File: config.mk
export PLATFORM = sky130hd
export DESIGN_NAME = uhil_regs
export DESIGN_NICKNAME = d
export VERILOG_FILES = /design/src/rtl/uhil_pkg.sv /design/src/rtl/uhil_irq_enable.sv /design/src/rtl/uhil_ptr_reg.sv /design/src/rtl/uhil_regs.sv
export SDC_FILE = /design/constraint.sdc
export NUM_CORES = 1
export LEC_CHECK = 0
export BUFFER_PORTS_ARGS = -buffer_cell sky130_fd_sc_hd__buf_2
export CORE_AREA = 10 10 182 116
export CTS_CLUSTER_SIZE = 20
export DETAILED_ROUTE_END_ITERATION = 16
export DIE_AREA = 0 0 192 126
export PLACE_DENSITY = 0.73
export SYNTH_ARGS = -nofsm -noshare
export SYNTH_HDL_FRONTEND = slang
export SYNTH_SLANG_ARGS = --single-unit
File: constraint.sdc
create_clock -name CLK -period 4.96 [get_ports CLK]
set_clock_uncertainty 0.15 [all_clocks]
set_input_delay 0.992 -clock CLK [delete_from_list [all_inputs] [get_ports CLK]]
set_output_delay 0.992 -clock CLK [all_outputs]
set_load 0.05 [all_outputs]
File: src/rtl/uhil_pkg.sv
package uhil_pkg;

   localparam int UHIL_AW = 8;
   localparam int UHIL_DW = 32;

   // Register offsets (byte addresses)
   localparam logic [7:0] UHIL_OFF_ENABLE = 8'h10;
   localparam logic [7:0] UHIL_OFF_DISABLE = 8'h14;
   localparam logic [7:0] UHIL_OFF_COMM = 8'h18;
   localparam logic [7:0] UHIL_OFF_PERIODIC = 8'h1C;
   localparam logic [7:0] UHIL_OFF_CTL_HEAD = 8'h20;
   localparam logic [7:0] UHIL_OFF_CTL_CUR = 8'h24;

   // Interrupt enable field positions
   localparam int UHIL_BIT_MASTER = 31;
   localparam int UHIL_BIT_OWNER_CHANGE = 30;
   localparam int UHIL_BIT_HUB_CHANGE = 6;
   localparam int UHIL_BIT_FRAME_WRAP = 5;
   localparam int UHIL_BIT_FATAL_ERROR = 4;
   localparam int UHIL_BIT_WAKEUP = 3;
   localparam int UHIL_BIT_FRAME_START = 2;
   localparam int UHIL_BIT_WRITEBACK = 1;
   localparam int UHIL_BIT_OVERRUN = 0;

   // Enable bits that exist; the fatal error event has no enable
   localparam logic [31:0] UHIL_IRQ_IMPL_MASK =
      (32'h1 << UHIL_BIT_MASTER) | (32'h1 << UHIL_BIT_OWNER_CHANGE) |
      (32'h1 << UHIL_BIT_HUB_CHANGE) | (32'h1 << UHIL_BIT_FRAME_WRAP) |
      (32'h1 << UHIL_BIT_WAKEUP) | (32'h1 << UHIL_BIT_FRAME_START) |
      (32'h1 << UHIL_BIT_WRITEBACK) | (32'h1 << UHIL_BIT_OVERRUN);
   localparam logic [31:0] UHIL_EVENT_MASK =
      UHIL_IRQ_IMPL_MASK & ~(32'h1 << UHIL_BIT_MASTER);

   // Writable fields of the pointer registers
   localparam logic [31:0] UHIL_COMM_MASK = 32'hFFFFFF00;
   localparam logic [31:0] UHIL_DESC_MASK = 32'hFFFFFFF0;

   localparam logic [31:0] UHIL_REG_RESET = 32'h00000000;
   localparam logic [31:0] UHIL_READ_NONE = 32'h00000000;

   function automatic logic uhil_hit(input logic [7:0] addr, input logic [7:0] off);
      return addr == off;
   endfunction

   function automatic logic [31:0] uhil_field(input logic [31:0] data, input logic [31:0] mask);
      return data & mask;
   endfunction

endpackage

File: src/rtl/uhil_irq_enable.sv
`timescale 1ns/1ns
`default_nettype none
module uhil_irq_enable
   import uhil_pkg::*;
(
   input wire logic clk,
   input wire logic rst,
   input wire logic set_write,
   input wire logic clear_write,
   input wire logic [31:0] wdata,
   input wire logic [31:0] events,
   output logic [31:0] enable,
   output logic irq_req
);

   always_ff @(posedge clk) begin
      if (rst) begin
         enable <= UHIL_REG_RESET;
      end else if (set_write) begin
         enable <= enable | uhil_field(wdata, UHIL_IRQ_IMPL_MASK);
      end else if (clear_write) begin
         enable <= enable & ~uhil_field(wdata, UHIL_IRQ_IMPL_MASK);
      end
   end

   // Event, its enable and the master gate must all be set
   assign irq_req = enable[UHIL_BIT_MASTER] & (|(events & enable & UHIL_EVENT_MASK));

endmodule // uhil_irq_enable
`default_nettype wire

File: src/rtl/uhil_ptr_reg.sv
`timescale 1ns/1ns
`default_nettype none
module uhil_ptr_reg
   import uhil_pkg::*;
#(
   parameter logic [31:0] KEEP = UHIL_DESC_MASK
)
(
   input wire logic clk,
   input wire logic rst,
   input wire logic sw_write,
   input wire logic [31:0] sw_data,
   input wire logic hw_load,
   input wire logic [31:0] hw_data,
   output logic [31:0] value
);

   // Controller update wins over a software write in the same cycle
   always_ff @(posedge clk) begin
      if (rst) begin
         value <= UHIL_REG_RESET;
      end else if (hw_load) begin
         value <= uhil_field(hw_data, KEEP);
      end else if (sw_write) begin
         value <= uhil_field(sw_data, KEEP);
      end
   end

endmodule // uhil_ptr_reg
`default_nettype wire

File: src/rtl/uhil_regs.sv
`timescale 1ns/1ns
`default_nettype none
module uhil_regs
   import uhil_pkg::*;
(
   input wire logic CLK,
   input wire logic RST,
   input wire logic SW_RESET,
   input wire logic [7:0] ADDR,
   input wire logic [31:0] WDATA,
   input wire logic WR,
   input wire logic RD,
   output logic [31:0] RDATA,
   input wire logic [31:0] EVENT_STATUS,
   output logic IRQ_REQ,
   output logic [31:0] IRQ_ENABLE,
   input wire logic PERIODIC_UPDATE,
   input wire logic [31:0] PERIODIC_ADDR,
   input wire logic CONTROL_HEAD_LOAD,
   input wire logic [31:0] CONTROL_HEAD_DATA,
   input wire logic CONTROL_ADVANCE,
   input wire logic [31:0] CONTROL_NEXT,
   output logic [31:0] COMM_AREA_BASE,
   output logic [31:0] PERIODIC_CURRENT,
   output logic [31:0] CONTROL_HEAD,
   output logic [31:0] CONTROL_CURRENT
);

   logic rst_any;
   logic wr_enable;
   logic wr_disable;
   logic wr_comm;
   logic wr_periodic;
   logic wr_ctl_head;
   logic wr_ctl_cur;
   logic [31:0] irq_en;
   logic [31:0] comm_base;
   logic [31:0] periodic_ptr;
   logic [31:0] control_head_ptr;
   logic [31:0] control_current_ptr;
   logic [31:0] next_rdata;

   // Hardware and software reset act alike on the five registers; RDATA is reset by RST only
   assign rst_any = RST | SW_RESET;

   assign wr_enable = WR & uhil_hit(ADDR, UHIL_OFF_ENABLE);
   assign wr_disable = WR & uhil_hit(ADDR, UHIL_OFF_DISABLE);
   assign wr_comm = WR & uhil_hit(ADDR, UHIL_OFF_COMM);
   assign wr_periodic = WR & uhil_hit(ADDR, UHIL_OFF_PERIODIC);
   assign wr_ctl_head = WR & uhil_hit(ADDR, UHIL_OFF_CTL_HEAD);
   assign wr_ctl_cur = WR & uhil_hit(ADDR, UHIL_OFF_CTL_CUR);

   // Enable register: set through its own offset, cleared through disable
   uhil_irq_enable u_irq_enable (
      .clk(CLK),
      .rst(rst_any),
      .set_write(wr_enable),
      .clear_write(wr_disable),
      .wdata(WDATA),
      .events(EVENT_STATUS),
      .enable(irq_en),
      .irq_req(IRQ_REQ)
   );

   // Communication area base: 256-byte alignment forced
   uhil_ptr_reg #(
      .KEEP(UHIL_COMM_MASK)
   ) u_comm_base (
      .clk(CLK),
      .rst(rst_any),
      .sw_write(wr_comm),
      .sw_data(WDATA),
      .hw_load(1'b0),
      .hw_data(UHIL_REG_RESET),
      .value(comm_base)
   );

   // Periodic current descriptor, advanced by the list engine
   uhil_ptr_reg #(
      .KEEP(UHIL_DESC_MASK)
   ) u_periodic (
      .clk(CLK),
      .rst(rst_any),
      .sw_write(wr_periodic),
      .sw_data(WDATA),
      .hw_load(PERIODIC_UPDATE),
      .hw_data(PERIODIC_ADDR),
      .value(periodic_ptr)
   );

   // Control head, loaded from the shared area during initialization
   uhil_ptr_reg #(
      .KEEP(UHIL_DESC_MASK)
   ) u_ctl_head (
      .clk(CLK),
      .rst(rst_any),
      .sw_write(wr_ctl_head),
      .sw_data(WDATA),
      .hw_load(CONTROL_HEAD_LOAD),
      .hw_data(CONTROL_HEAD_DATA),
      .value(control_head_ptr)
   );

   // Control current descriptor, advanced as each one is served
   uhil_ptr_reg #(
      .KEEP(UHIL_DESC_MASK)
   ) u_ctl_cur (
      .clk(CLK),
      .rst(rst_any),
      .sw_write(wr_ctl_cur),
      .sw_data(WDATA),
      .hw_load(CONTROL_ADVANCE),
      .hw_data(CONTROL_NEXT),
      .value(control_current_ptr)
   );

   assign IRQ_ENABLE = irq_en;
   assign COMM_AREA_BASE = comm_base;
   assign PERIODIC_CURRENT = periodic_ptr;
   assign CONTROL_HEAD = control_head_ptr;
   assign CONTROL_CURRENT = control_current_ptr;

   // Read decode; unmapped offsets read zero
   always_comb begin
      next_rdata = UHIL_READ_NONE;
      if (RD) begin
         unique case (ADDR)
            UHIL_OFF_ENABLE: next_rdata = irq_en;
            UHIL_OFF_DISABLE: next_rdata = irq_en;
            UHIL_OFF_COMM: next_rdata = comm_base;
            UHIL_OFF_PERIODIC: next_rdata = periodic_ptr;
            UHIL_OFF_CTL_HEAD: next_rdata = control_head_ptr;
            UHIL_OFF_CTL_CUR: next_rdata = control_current_ptr;
            default: next_rdata = UHIL_READ_NONE;
         endcase
      end
   end

   // Read data stands only in the cycle after the read strobe
   always_ff @(posedge CLK) begin
      if (RST) begin
         RDATA <= UHIL_READ_NONE;
      end else begin
         RDATA <= next_rdata;
      end
   end
endmodule // uhil_regs
`default_nettype wire

Word-level counts from Yosys, hierarchy flattened --
Cells that the tools add are included.
Operators by class: eq/ne operators 6, muxes and demuxes 9, bitwise operators 13, reduce and logical (&&, ||, !) cells 7
Operator list (count):
- two-way mux 32 bit | 8
- one-hot mux 32 bit (5 select lines) | 1
- AND 32 bit | 1
- equality test 8 x 5 -> 1 bit (second input constant) | 4
- NOT 32 bit | 1
- bitwise OR 32 bit | 1
- AND 31 bit | 1
- equality test 8 x 6 -> 1 bit (second input constant) | 2
- nonzero test 2 bit | 4
- AND 1 bit | 7
- OR reduction 7 bit | 1
- OR reduction 2 bit | 2
- NOT 1 bit | 1
- bitwise OR 1 bit | 1
Storage, ports and cells: register bits 172, bits of input ports 176, output and inout port bits 193, logic and storage cells 41

Logic depth before layout (Yosys ltp) --
Gate-level depths: netlist of the first run.
depth in word-level cells 4, gate-level depth with buffers 7, mapped depth without buffers 4

By module --
From an unflattened synthesis of the first run, not the netlist that was laid out.
Second synthesis, totals: cell total of the unflattened synthesis 842, area, all modules 8393.0 µm²
By module, submodules not included:
- uhil_ptr_reg at u_ctl_cur ... | instances 3, cells an instance 129, area an instance 1355.0 µm², sequential area each 560.5 µm²
- uhil_regs | instances 1, cells an instance 275, area an instance 2457.4 µm², sequential area each 640.6 µm²
- uhil_ptr_reg at u_comm_base | instances 1, cells an instance 115, area an instance 1297.5 µm², sequential area each 480.5 µm²
- uhil_irq_enable | instances 1, cells an instance 65, area an instance 573.0 µm², sequential area each 160.2 µm²

Worst setup path before layout of the first run --
OpenSTA, ideal clock, no wires.
path kind input -> output, from input EVENT_STATUS[1], to output IRQ_REQ, data arrival time 1.993 ns, data required time 3.818 ns, slack 1.825 ns, stages 2, path buffers 0, path through a222oi_1 a31oi_1
On the way: cells in the longest elaborated chain, start to end 3
RTL lines:
- start, declared | line uhil_regs.sv:14 | input wire logic [31:0] EVENT_STATUS,
- AND 31 bit | line uhil_irq_enable.sv:27 | assign irq_req = enable[UHIL_BIT_MASTER] & (|(events & enable & UHIL_EVENT_MASK));
- OR reduction 7 bit | line uhil_irq_enable.sv:27
- AND 1 bit | line uhil_irq_enable.sv:27
- end, declared | line uhil_regs.sv:15 | output logic IRQ_REQ,
Every way passes these cells.

Worst setup path after layout of the first run --
from input ADDR[2], to register u_ctl_cur.value[29]
On the way: cells in the longest elaborated chain, start to end 3
RTL lines:
- start, declared | line uhil_regs.sv:9 | input wire logic [7:0] ADDR,
- equality test 8 x 6 -> 1 bit | line uhil_pkg.sv:42 | return addr == off;
- AND 1 bit | line uhil_regs.sv:51 | assign wr_ctl_cur = WR & uhil_hit(ADDR, UHIL_OFF_CTL_CUR);
- nonzero test 2 bit (no source line)
- end signal, assigned | line uhil_ptr_reg.sv:23 | value <= uhil_field(hw_data, KEEP);
- end signal, assigned | line uhil_ptr_reg.sv:25 | value <= uhil_field(sw_data, KEEP);
- end, declared | line uhil_ptr_reg.sv:15 | output logic [31:0] value
Every way passes these cells. A chain may end at the register's enable or synchronous reset.

==> results of run 1 <==
[cell families (layout without fill, tap and decap cells)]
family | Yosys count | in the layout | share of synthesized area, %
buffers and inverters | 161 | 368 | 11.2
flip-flops | 148 | 148 | 41.4
other | 1 | 46 | 0.0524
AND/OR/NAND/NOR | 236 | 236 | 15.3
multiplexers | 38 | 38 | 5.50
AO/OA/AOI/OAI | 248 | 248 | 26.6
[worst max-delay path by stage]
stage,start,endpoint,slack (ns),cells past startpoint
2_1_floorplan,EVENT_STATUS[1],IRQ_REQ,1.83,2
3_3_place_gp,ADDR[2],u_ctl_cur.value[20]$_SDFFE_PP0P_,1.53,4
3_5_place_dp,ADDR[2],u_ctl_cur.value[29]$_SDFFE_PP0P_,1.41,4
4_1_cts,ADDR[2],u_ctl_cur.value[29]$_SDFFE_PP0P_,1.85,4
5_1_grt,ADDR[2],u_ctl_cur.value[29]$_SDFFE_PP0P_,1.67,4
6_report,ADDR[2],u_ctl_cur.value[29]$_SDFFE_PP0P_,1.75,4
[cells in the final DEF (no fill, tap or decap), types with 12 or more instances in the layout]
cell,n
sky130_fd_sc_hd__inv_1,37
sky130_fd_sc_hd__mux2i_1,27
sky130_fd_sc_hd__nand2_1,137
sky130_fd_sc_hd__a31oi_1,85
sky130_fd_sc_hd__a222oi_1,12
sky130_fd_sc_hd__nor2b_1,52
sky130_fd_sc_hd__clkbuf_16,17
sky130_fd_sc_hd__buf_2,287
sky130_fd_sc_hd__a221oi_1,15
sky130_fd_sc_hd__a21oi_1,35
sky130_fd_sc_hd__a211oi_1,50
sky130_fd_sc_hd__dfxtp_1,148
sky130_fd_sc_hd__o22a_1,13
sky130_fd_sc_hd__conb_1,44
sky130_fd_sc_hd__buf_4,13
sky130_fd_sc_hd__nor2_1,26
sky130_fd_sc_hd__a221oi_2,19
[state kept, by name (all words and copies together) (netlist names), named ones only]
signal,flops
u_comm_base.value,24
u_ctl_head.value,28
RDATA,32
u_ctl_cur.value,28
u_periodic.value,28
[area by class of cell]
class / instances / area, µm² / area share (%)
diodes: 2 / 5.00 / 0.0551
clock buffers: 19 / 443 / 4.88
clock inverters: 12 / 120 / 1.32
inverters: 37 / 139 / 1.53
multi-input cells: 566 / 3580 / 39.4
flip-flops and latches: 148 / 2960 / 32.6
well taps: 240 / 300 / 3.31
repair buffers: 300 / 1530 / 16.9
[worst reg2reg max path, stage by stage, from the launching register on]
cell                       delay [ns]
sky130_fd_sc_hd__dfxtp_1         0.35
sky130_fd_sc_hd__mux2_2          0.27
sky130_fd_sc_hd__a222oi_1        0.38
sky130_fd_sc_hd__nor2_1          0.07
[power by group through the flow]
stage | Clock [µW] | Sequential [µW] | Combinational (µW)
after floorplan | 0 | 1360 | 241
after global placement | 0 | 1270 | 450
after detailed placement | 0 | 1270 | 453
after CTS | 1270 | 1240 | 454
after global routing | 1310 | 1240 | 487
final | 1250 | 1240 | 459
[layer usage]
metal  vias to the layer above  GRT usage (%)  part of all wire [%]
li1                       3391              -                     -
met1                      3590           29.4                    42
met2                       404           35.0                    45
met3                        35           7.50                    12
met4                         4           6.09                   1.2
met5                         -              0                 0.093
[metrics by stage]
step	utilization, %	setup WS (ns)
CTS	51.2	1.85
global route	51.2	1.67
detailed placement	48.0	1.41
finish	51.2	1.75
floorplan	-	1.83
global placement	48.0	1.53
==> metrics.log, run 1 <==
INFO  metric outcome = finished clean
INFO  metric globalplace.congestion = 0.822
INFO  metric drt-total-wl = 29000 µm
INFO  metric arrival = 3.35 ns
INFO  metric routed-via-count = 7424
INFO  metric slew-limit-headroom = 22.1%
INFO  metric skew_pair_late_insertion_delay = 0.42 ns
INFO  metric timing_worst_slew_pin_value = 1.17 ns
INFO  metric power_per_cell_area = 325 mW/mm²
INFO  metric worst_path_max_delay_cell = sky130_fd_sc_hd__and3_2
INFO  metric design_area = 0.00908 mm²
INFO  metric ant_nets = 0
INFO  metric fin_hold_ws = 0.321 ns
INFO  metric period_needed = 3.21 ns
INFO  metric min_to = u_periodic.value[29]$_SDFFE_PP0P_
INFO  metric timing.fmax = 0.312 GHz
INFO  metric setup_tns = 0 ns
INFO  metric synth_area = 0.00716 mm²
INFO  metric dr.pass1.iters = 7
INFO  metric drt-initial-drc-count = 710
INFO  metric chipHeight = 126 µm
INFO  metric switching_share = 30.7%
INFO  metric tritoncts_clock_tree = yes
INFO  metric globalRouteTotalUtil = 22.6%
INFO  metric cts_inserted_buffers = 17
INFO  metric cts_htree_levels = 4
INFO  metric worstHoldPathType = reg -> reg
INFO  metric buffer_and_inverter_count_on_the_worst_path = 1
INFO  metric finish.cell_count_without_fillers = 1324
INFO  metric ys_seq_elements = 148
INFO  metric pin_count_of_the_biggest_net_entering_global_routing = 88
INFO  metric rsz0062_at_grt = no
INFO  metric power.total = 2950 µW
INFO  metric slew_violations = 0
INFO  metric ir_worst_vdd = 0.202 mV
INFO  metric critical_path.max_fanout = 39
INFO  metric period_share = 64.6%
INFO  metric share_of_layout_cells_above_drive_strength_1 = 34.0%
INFO  metric cp_cell_sequence = buf_2, and3_2, a31oi_1, a221oi_1
INFO  metric hpwlAfterDp = 19900 µm
INFO  metric post_synth_edffs = 0
INFO  metric post-route-drc-count = 0
INFO  metric boundaryPins = 369
INFO  metric routed_wl_per_cell = 21.9 µm
INFO  metric worst_r2r_endpoint = RDATA[16]$_SDFF_PP0_
INFO  metric critPathMaxStageDelay = 1.03 ns
INFO  metric worst_path_class_setup = in -> reg
INFO  metric number_of_global_route_vias_before_repair = 7273
INFO  metric synth_top_cells_by_count = 148 x sky130_fd_sc_hd__dfxtp_1, 137 x sky130_fd_sc_hd__nand2_1, 85 x sky130_fd_sc_hd__a31oi_1, 60 x sky130_fd_sc_hd__clkbuf_1, 52 x sky130_fd_sc_hd__nor2b_1
INFO  metric cell_at_the_root_of_the_clock_tree = sky130_fd_sc_hd__clkbuf_16
INFO  metric rr_startpoint = u_comm_base.value[16]$_SDFFE_PP0P_
INFO  metric layout-area-overhead-vs-synth = 26.8%
INFO  metric setup_violation_total_in_the_final_timing_report = 0
INFO  metric hold-path-cell-count = 2
INFO  metric dominant_register_cell_in_the_synthesized_netlist = sky130_fd_sc_hd__dfxtp_1
INFO  metric power.static_leakage = 0.00400 µW
INFO  metric post-synth-top-area-cell = sky130_fd_sc_hd__dfxtp_1
INFO  metric power.switching = 906 µW
INFO  metric ctsResizeCount = 0
INFO  metric final_hold_viol_count = 0
INFO  metric synth-seq-area-share = 41.4%
INFO  metric postCtsHoldBufs = 0
INFO  metric drv.max_cap_violation_count = 0
INFO  metric nets = 1246
INFO  metric ff2ff_setup_slack = 3.58 ns
INFO  metric share_comb_of_total_power = 15.5%
INFO  metric required = 5.10 ns
INFO  metric r2r_cells = 3
INFO  metric synth.avg_cell_area = 8.61 µm²
INFO  metric numPlacedInstances = 1291
INFO  metric synth_cell_type_count = 35
INFO  metric start_util = 40.4%
INFO  metric core_outline_area = 0.0177 mm²
INFO  metric critical-path-top-delay-family = simple AND/OR/NAND/NOR gates
INFO  metric grt_overflow = 0
INFO  metric post_cts_buffers = 0
INFO  metric route.detailed.vias_per_inst = 5.61
INFO  metric layout.filler_cells = 1734
INFO  metric synth-warning-count = 0
INFO  metric min-delay-start = u_periodic.value[29]$_SDFFE_PP0P_
INFO  metric die_area = 0.0242 mm²
INFO  metric cell_types_occupying_the_most_area_after_synthesis = sky130_fd_sc_hd__dfxtp_1 41%, sky130_fd_sc_hd__a31oi_1 7.4%, sky130_fd_sc_hd__nand2_1 7.2%
INFO  metric placed_cell_area = 0.00852 mm²
INFO  metric clock_path_buffers = 2
INFO  metric fp-row-count = 38
INFO  metric path_clk_slew = 0.06 ns
INFO  metric timing.critical_path.from_type = input pin
INFO  metric numClockSinks = 148
INFO  metric first_pass_grt_wire_length = 43300 µm
INFO  metric place.port_buffers = 287
INFO  metric die_x = 192 µm
INFO  metric post_synth_inst_count = 832
INFO  metric synth.most_common_cell = sky130_fd_sc_hd__dfxtp_1
INFO  metric sequentialPowerShare = 42.0%
INFO  metric number_of_antenna_violations_at_the_first_check_in_global_routing = 4
INFO  metric endpoint_kind = register
INFO  metric async_flop_share = 0%
INFO  metric internal_power = 2050 µW
INFO  metric synth.top_cell.area_share = 41.4%
INFO  metric clock_power_share = 42.4%
Power figures use the tool's default switching activity.
==> run 2: changes to the inputs <==
==> constraint.sdc (replaced) <==
create_clock -name CLK -period 3.2 [get_ports CLK]
set_clock_uncertainty 0.15 [all_clocks]
set_input_delay 0.64 -clock CLK [delete_from_list [all_inputs] [get_ports CLK]]
set_output_delay 0.64 -clock CLK [all_outputs]
set_load 0.05 [all_outputs]
==> run 2 against run 1 <==
Die area unchanged. Clock power increased by 63%. Core utilization increased by 1.2 points. Hold slack got worse by 0.040 ns. Worst setup slack got worse by 0.92 ns. Register-to-register slack got worse by 1.7 ns. Largest power group unchanged.
==> metrics.log, run 2 (same netlist as run 1, synthesis figures left out) <==
INFO  metric slew_violations = 0 (unchanged)
INFO  metric drv.max_cap_violation_count = 0 (unchanged)
INFO  metric die_x = 192 µm (unchanged)
INFO  metric routed-via-count = 7438 (was 7424)
INFO  metric worstSetupStartpoint = ADDR[5] (was ADDR[2])
INFO  metric ir_worst_vdd = 0.264 mV (was 0.202 mV)
INFO  metric tritoncts_clock_tree = yes (unchanged)
INFO  metric period_share = 73.9%
INFO  metric routed_wl_per_cell = 21.8 µm (was 21.9 µm)
INFO  metric setup_violation_total_in_the_final_timing_report = 0 (unchanged)
INFO  metric largest_register = RDATA (unchanged)
INFO  metric dr.pass1.iters = 5 (was 7)
INFO  metric hpwlAfterDp = 21400 µm (was 19900 µm)
INFO  metric start_util = 40.4% (unchanged)
INFO  metric largest_register_ffs = 32 (unchanged)
INFO  metric drt-initial-drc-count = 678 (was 710)
INFO  metric slew-limit-headroom = 40.6% (was 22.1%)
INFO  metric post_cts_buffers = 0 (unchanged)
INFO  metric arrival = 2.52 ns (was 3.35 ns)
INFO  metric final_hold_viol_count = 0 (unchanged)
INFO  metric clock_path_buffers = 2 (unchanged)
INFO  metric fp-row-count = 38 (unchanged)
INFO  metric core_outline_area = 0.0177 mm² (unchanged)
INFO  metric power_per_cell_area = 504 mW/mm² (was 325 mW/mm²)
INFO  metric required = 3.36 ns (was 5.10 ns)
INFO  metric power.static_leakage = 0.00413 µW (was 0.00400 µW)
INFO  metric ant_nets = 0 (unchanged)
INFO  metric timing_worst_slew_pin_value = 0.889 ns (was 1.17 ns)
INFO  metric min-delay-start = WDATA[1] (was u_periodic.value[29]$_SDFFE_PP0P_)
INFO  metric most-common-layout-cells = 287 x sky130_fd_sc_hd__buf_2, 148 x sky130_fd_sc_hd__dfxtp_1, 137 x sky130_fd_sc_hd__nand2_1, 85 x sky130_fd_sc_hd__a31oi_1, 52 x sky130_fd_sc_hd__nor2b_1 (unchanged)
INFO  metric timing.fmax = 0.423 GHz
INFO  metric cell_at_the_root_of_the_clock_tree = sky130_fd_sc_hd__clkbuf_16 (unchanged)
INFO  metric grt_overflow = 0 (unchanged)
INFO  metric rr_startpoint = u_comm_base.value[16]$_SDFFE_PP0P_ (unchanged)
INFO  metric route.detailed.vias_per_inst = 5.55 (was 5.61)
INFO  metric share_of_layout_cells_above_drive_strength_1 = 35.1% (was 34.0%)
INFO  metric critical_path.max_fanout = 18 (was 39)
INFO  metric cts_inserted_buffers = 17 (unchanged)
INFO  metric setup_tns = 0 ns (unchanged)
INFO  metric outcome = finished clean (unchanged)
INFO  metric worst_path_class_setup = in -> reg (unchanged)
INFO  metric post-route-drc-count = 0 (unchanged)
INFO  metric boundaryPins = 369 (unchanged)
INFO  metric cts_htree_levels = 4 (unchanged)
INFO  metric globalRouteTotalUtil = 23.0% (was 22.6%)
INFO  metric globalplace.congestion = 0.865 (was 0.822)
INFO  metric place.port_buffers = 287 (unchanged)
INFO  metric worstHoldPathType = in -> reg (was reg -> reg)
INFO  metric numPlacedInstances = 1306 (was 1291)
INFO  metric most_frequent_standard_cell_in_the_layout_excluding_fill_and_tap_cells = sky130_fd_sc_hd__buf_2 (unchanged)
INFO  metric number_of_global_route_vias_before_repair = 7495 (was 7273)
INFO  metric number_of_antenna_violations_at_the_first_check_in_global_routing = 3 (was 4)
INFO  metric pin_count_of_the_biggest_net_entering_global_routing = 64 (was 88)
INFO  metric die_area = 0.0242 mm² (unchanged)
INFO  metric endpoint_kind = register (unchanged)
INFO  metric chipHeight = 126 µm (unchanged)
INFO  metric drt-total-wl = 29200 µm (was 29000 µm)
INFO  metric nets = 1261 (was 1246)
INFO  metric rsz0062_at_grt = no (unchanged)
INFO  metric numClockSinks = 148 (unchanged)
INFO  metric layout-area-overhead-vs-synth = 29.7% (was 26.8%)
INFO  metric finish.cell_count_without_fillers = 1340 (was 1324)
INFO  metric path_clk_slew = 0.07 ns (was 0.06 ns)
INFO  metric skew_pair_late_insertion_delay = 0.41 ns (was 0.42 ns)
INFO  metric ctsResizeCount = 0 (unchanged)
INFO  metric period_needed = 2.36 ns
INFO  metric timing.critical_path.from_type = input pin (unchanged)
INFO  metric postCtsHoldBufs = 0 (unchanged)
INFO  metric first_pass_grt_wire_length = 44400 µm (was 43300 µm)
[run 2: cell count changes in the layout (fill, tap and decap cells not counted)]
cell	before	now
sky130_fd_sc_hd__buf_12	0	6
sky130_fd_sc_hd__buf_4	13	22
sky130_fd_sc_hd__clkbuf_1	1	0
sky130_fd_sc_hd__clkbuf_8	1	0
sky130_fd_sc_hd__clkinv_2	0	2
sky130_fd_sc_hd__clkinv_4	1	0
sky130_fd_sc_hd__clkinvlp_4	5	0
sky130_fd_sc_hd__inv_6	5	7
sky130_fd_sc_hd__inv_8	0	5
[run 2: final cells by class]
class                      count  area [µm²]
antenna                        2        5.00
clock buffer                  17         425
clock inverter                15         158
fill                        1704        8440
inverter                      37         139
multi-input combinational    566        3580
sequential                   148        2960
tap                          240         300
timing repair buffer         315        1720
[run 2: through the flow]
stage	utilization, %	hold WS, ns	area (µm²)	setup WS [ns]	power (µW)
6_report	52.4	0.281	9290	0.836	4680
5_1_grt	52.4	0.274	9290	0.667	4830
4_1_cts	52.4	0.262	9290	0.863	4700
3_5_place_dp	49.1	0.314	8700	0.454	2680
3_3_place_gp	49.1	0.308	8700	0.532	2670
2_1_floorplan	-	0.528	7320	0.655	2490
[run 2: worst paths after layout]
check             slack (ns)  depth (start not counted)                                end
setup / recovery        0.84                          6  u_periodic.value[10]$_SDFFE_PP0P_
setup reg to reg        1.88                          3               RDATA[16]$_SDFF_PP0_
hold / removal          0.28                          2                           register
hold reg to reg         0.32                          2   u_periodic.value[7]$_SDFFE_PP0P_
[run 2: critical path: stages]
cell,delay (ns)
sky130_fd_sc_hd__buf_2,0.11
sky130_fd_sc_hd__nor4b_2,0.55
sky130_fd_sc_hd__and3_2,0.62
sky130_fd_sc_hd__buf_12,0.23
sky130_fd_sc_hd__a31oi_1,0.10
sky130_fd_sc_hd__a211oi_1,0.27
[run 2: power by group]
part	internal (µW)	switching, µW
Clock	1110	923
Combinational	193	527
Sequential	1890	37.0
[run 2: per-layer routing]
metal | GRT usage (%) | up-vias | wire, µm
met5 | 0 | - | 13
met4 | 5.68 | 2 | 296
met3 | 9.15 | 27 | 4000
met2 | 35.3 | 460 | 13000
met1 | 29.4 | 3521 | 11900
li1 | - | 3428 | -
==> run 3: changes to the inputs <==
--- a/config.mk
+++ b/config.mk
@@ -5,12 +5,13 @@
 export SDC_FILE = /design/constraint.sdc
 export NUM_CORES = 1
 export LEC_CHECK = 0
+export ABC_AREA = 1
 export BUFFER_PORTS_ARGS = -buffer_cell sky130_fd_sc_hd__buf_2
-export CORE_AREA = 10 10 182 116
+export CORE_AREA = 10 10 189 120
 export CTS_CLUSTER_SIZE = 20
 export DETAILED_ROUTE_END_ITERATION = 16
-export DIE_AREA = 0 0 192 126
-export PLACE_DENSITY = 0.73
+export DIE_AREA = 0 0 199 130
+export PLACE_DENSITY = 0.74
 export SYNTH_ARGS = -nofsm -noshare
 export SYNTH_HDL_FRONTEND = slang
 export SYNTH_SLANG_ARGS = --single-unit
==> constraint.sdc (replaced) <==
create_clock -name CLK -period 2 [get_ports CLK]
set_clock_uncertainty 0.15 [all_clocks]
set_input_delay 0.4 -clock CLK [delete_from_list [all_inputs] [get_ports CLK]]
set_output_delay 0.4 -clock CLK [all_outputs]
set_load 0.05 [all_outputs]
==> run 3 against run 2 <==
Final cell count grew 27%. Non-clock buffer count grew 15. First-iteration DRC count grew 40%. Global-route usage grew 1.9 points. Synthesized cell count grew 41%. Via count grew 18%. Critical path type is now reg -> out. Largest cell class unchanged. Highest routed layer unchanged.
==> metrics.log, run 3 <==
INFO  metric outcome = finished clean (unchanged)
INFO  metric rsz0062_at_grt = no (unchanged)
INFO  metric route.detailed.vias_per_inst = 5.15 (was 5.55)
INFO  metric skew_pair_late_insertion_delay = 0.43 ns (was 0.41 ns)
INFO  metric place.port_buffers = 287 (unchanged)
INFO  metric period_share = 97.1%
INFO  metric rr_startpoint = u_ctl_cur.value[28]$_SDFFE_PP0P_ (was u_comm_base.value[16]$_SDFFE_PP0P_)
INFO  metric async_flop_share = 0% (unchanged)
INFO  metric largest_register = RDATA (unchanged)
INFO  metric numClockSinks = 148 (unchanged)
INFO  metric required = 1.45 ns (was 3.36 ns)
INFO  metric nets = 1617 (was 1261)
INFO  metric synth.top_cell.area_share = 38.1% (was 41.4%)
INFO  metric globalRouteTotalUtil = 24.8% (was 23.0%)
INFO  metric ant_nets = 0 (unchanged)
INFO  metric power.static_leakage = 0.00487 µW (was 0.00413 µW)
INFO  metric min-delay-start = WDATA[2] (was WDATA[1])
INFO  metric cell_at_the_root_of_the_clock_tree = sky130_fd_sc_hd__clkbuf_16 (unchanged)
INFO  metric path_clk_slew = 0.06 ns (was 0.07 ns)
INFO  metric fp-row-count = 40 (was 38)
INFO  metric post_synth_inst_count = 1171 (was 832)
INFO  metric worst_r2r_endpoint = RDATA[28]$_SDFF_PP0_ (was RDATA[16]$_SDFF_PP0_)
INFO  metric cts_inserted_buffers = 17 (unchanged)
INFO  metric share_of_layout_cells_above_drive_strength_1 = 27.6% (was 35.1%)
INFO  metric worst_path_class_setup = reg -> out (was in -> reg)
INFO  metric start_util = 40.1% (was 40.4%)
INFO  metric worstHoldPathType = in -> reg (unchanged)
INFO  metric pin_count_of_the_biggest_net_entering_global_routing = 57 (was 64)
INFO  metric arrival = 1.39 ns (was 2.52 ns)
INFO  metric ff2ff_setup_slack = 0.92 ns (was 1.88 ns)
INFO  metric placed_cell_area = 0.00944 mm² (was 0.00870 mm²)
INFO  metric synth.most_common_cell = sky130_fd_sc_hd__nand2_1 (was sky130_fd_sc_hd__dfxtp_1)
INFO  metric setup_tns = 0 ns (unchanged)
INFO  metric dominant_register_cell_in_the_synthesized_netlist = sky130_fd_sc_hd__dfxtp_1 (unchanged)
INFO  metric synth_top_cells_by_count = 213 x sky130_fd_sc_hd__nand2_1, 152 x sky130_fd_sc_hd__nor2_1, 150 x sky130_fd_sc_hd__o21ai_0, 148 x sky130_fd_sc_hd__dfxtp_1, 143 x sky130_fd_sc_hd__nand3_1 (was 148 x sky130_fd_sc_hd__dfxtp_1, 137 x sky130_fd_sc_hd__nand2_1, 85 x sky130_fd_sc_hd__a31oi_1, 60 x sky130_fd_sc_hd__clkbuf_1, 52 x sky130_fd_sc_hd__nor2b_1)
INFO  metric synth_area = 0.00778 mm² (was 0.00716 mm²)
INFO  metric largest_register_ffs = 32 (unchanged)
INFO  metric post-synth-top-area-cell = sky130_fd_sc_hd__dfxtp_1 (unchanged)
INFO  metric cts_htree_levels = 4 (unchanged)
INFO  metric grt_overflow = 0 (unchanged)
INFO  metric sequential_area = 0.00296 mm² (unchanged)
INFO  metric layout.core_utilization = 51.9% (was 52.4%)
INFO  metric most-common-layout-cells = 286 x sky130_fd_sc_hd__buf_2, 213 x sky130_fd_sc_hd__nand2_1, 150 x sky130_fd_sc_hd__o21ai_0, 150 x sky130_fd_sc_hd__nor2_1, 148 x sky130_fd_sc_hd__dfxtp_1 (was 287 x sky130_fd_sc_hd__buf_2, 148 x sky130_fd_sc_hd__dfxtp_1, 137 x sky130_fd_sc_hd__nand2_1, 85 x sky130_fd_sc_hd__a31oi_1, 52 x sky130_fd_sc_hd__nor2b_1)
INFO  metric design_area = 0.0101 mm² (was 0.00929 mm²)
INFO  metric dp_worst_setup_slack = 0.0464 ns (was 0.454 ns)
INFO  metric final_hold_viol_count = 0 (unchanged)
INFO  metric slew_violations = 0 (unchanged)
INFO  metric cp_cell_sequence = a22o_1, nor2_2, a21oi_2, buf_4 (was buf_2, nor4b_2, and3_2, buf_12, a31oi_1, a211oi_1)
INFO  metric core_outline_area = 0.0194 mm² (was 0.0177 mm²)
INFO  metric critPathMaxStageDelay = 0.33 ns (was 0.62 ns)
INFO  metric chipHeight = 130 µm (was 126 µm)
INFO  metric r2r_cells = 4 (was 3)
INFO  metric boundaryPins = 369 (unchanged)
INFO  metric dr.pass1.iters = 5 (unchanged)
INFO  metric die_x = 199 µm (was 192 µm)
INFO  metric synth.avg_cell_area = 6.65 µm² (was 8.61 µm²)
INFO  metric synth_cell_type_count = 23 (was 35)
INFO  metric number_of_global_route_vias_before_repair = 8324 (was 7495)
INFO  metric globalplace.congestion = 0.877 (was 0.865)
INFO  metric slew-limit-headroom = 45.6% (was 40.6%)
INFO  metric timing.critical_path.from_type = register (was input pin)
INFO  metric cell_types_occupying_the_most_area_after_synthesis = sky130_fd_sc_hd__dfxtp_1 38%, sky130_fd_sc_hd__nand2_1 10%, sky130_fd_sc_hd__o21ai_0 9.6% (was sky130_fd_sc_hd__dfxtp_1 41%, sky130_fd_sc_hd__a31oi_1 7.4%, sky130_fd_sc_hd__nand2_1 7.2%)
INFO  metric routed_wl_per_cell = 19.7 µm (was 21.8 µm)
INFO  metric ys_seq_elements = 148 (unchanged)
INFO  metric endpoint_kind = output port (was register)
INFO  metric critical_path.max_fanout = 3 (was 18)
INFO  metric die_area = 0.0259 mm² (was 0.0242 mm²)
INFO  metric post-route-drc-count = 0 (unchanged)
INFO  metric timing.fmax = 0.515 GHz
INFO  metric tritoncts_clock_tree = yes (unchanged)
INFO  metric layout-area-overhead-vs-synth = 29.6% (was 29.7%)
INFO  metric period_needed = 1.94 ns
INFO  metric setup_violation_total_in_the_final_timing_report = 0 (unchanged)
INFO  metric worst_path_max_delay_cell = sky130_fd_sc_hd__dfxtp_1 (was sky130_fd_sc_hd__and3_2)
INFO  metric hold-path-cell-count = 4 (was 2)
INFO  metric multi_input_area = 0.00377 mm² (was 0.00358 mm²)
INFO  metric routed-via-count = 8793 (was 7438)
INFO  metric hpwlAfterDp = 24900 µm (was 21400 µm)
INFO  metric timing.final.ws_setup = 0.0577 ns (was 0.836 ns)
INFO  metric timing_worst_slew_pin_value = 0.814 ns (was 0.889 ns)
INFO  metric postCtsHoldBufs = 0 (unchanged)
INFO  metric most_frequent_standard_cell_in_the_layout_excluding_fill_and_tap_cells = sky130_fd_sc_hd__buf_2 (unchanged)
INFO  metric synth-seq-area-share = 38.1% (was 41.4%)
INFO  metric drt-total-wl = 33600 µm (was 29200 µm)
INFO  metric layout.filler_cells = 1952 (was 1704)
INFO  metric ir_worst_vdd = 0.568 mV (was 0.264 mV)
INFO  metric post_synth_edffs = 0 (unchanged)
INFO  metric number_of_antenna_violations_at_the_first_check_in_global_routing = 5 (was 3)
INFO  metric clock_path_buffers = 2 (unchanged)
INFO  metric first_pass_grt_wire_length = 48600 µm (was 44400 µm)
INFO  metric drv.max_cap_violation_count = 0 (unchanged)
INFO  metric synth-warning-count = 0 (unchanged)
INFO  metric power_per_cell_area = 782 mW/mm² (was 504 mW/mm²)
INFO  metric drt-initial-drc-count = 948 (was 678)
-- run 3: changes by cell type after synthesis, sizes merged, moves of 33 or more --
cell and change:
inv +90, clkbuf -33, nand2 +83, nand3 +160, a211oi -50, a31oi -85, nor2 +133, a221oi -34
nor2b -52, o21ai +150
-- run 3: critical path: cells and delay by family, from the launching register on --
family	cells	cell delay [ns]
AO/OA/AOI/OAI	2	0.30
buffers and inverters	1	0.19
flip-flops	1	0.33
AND/OR/NAND/NOR	1	0.15
-- run 3: logic make-up (layout without fill, tap and decap cells) --
group	count (synthesis)	in the layout	synth area share, %
AND/OR/NAND/NOR	552	552	31.8
flip-flops	148	148	38.1
AO/OA/AOI/OAI	220	220	14.3
buffers and inverters	250	490	15.8
other	1	46	0.0482
-- run 3: worst max-delay path by stage --
stage / end / cells past startpoint / from
2_1_floorplan: IRQ_REQ / 3 / register
3_3_place_gp: register / 9 / ADDR[5]
3_5_place_dp: register / 9 / ADDR[6]
4_1_cts: IRQ_REQ / 4 / register
5_1_grt: IRQ_REQ / 4 / register
6_report: IRQ_REQ / 4 / register
-- run 3: area by class of cell --
cell class / count / share of cell area, %
clock inverter: 8 / 1.45
sequential: 148 / 29.4
antenna: 2 / 0.0496
multi-input combinational: 816 / 37.4
clock buffer: 24 / 4.88
timing repair buffer: 330 / 19.0
inverter: 128 / 4.76
tap: 252 / 3.13
-- run 3: stage by stage --
| stage | hold slack, ns | power [µW] | std cells |
|---|---|---|---|
| final | 0.110 | 7880 | 1708 |
| after global routing | 0.115 | 8150 | 1707 |
| after CTS | 0.0866 | 7900 | 1706 |
| after detailed placement | 0.298 | 4410 | 1674 |
| after global placement | 0.297 | 4400 | 1674 |
| after floorplan | 0.423 | 4040 | 1214 |
-- run 3: routing by layer --
metal / vias to the layer above / GRT usage [%] / routed length, µm
met5: - / 0 / 21
met4: 4 / 7.91 / 574
met3: 46 / 8.10 / 3900
met2: 532 / 39.2 / 15000
met1: 4015 / 31.6 / 14100
li1: 4196 / - / -
-- run 3: where the power goes --
part	leakage [µW]	internal, µW	switching, µW
clock network	0.000310	2220	1290
registers	0.00120	3010	43.5
logic	0.00336	348	962
-- run 3: what timing repair did --
item / in CTS / in global routing
gates resized for setup: 1 / 2
endpoints found under the setup margin: 1 / 1
buffers inserted: 0 / 0
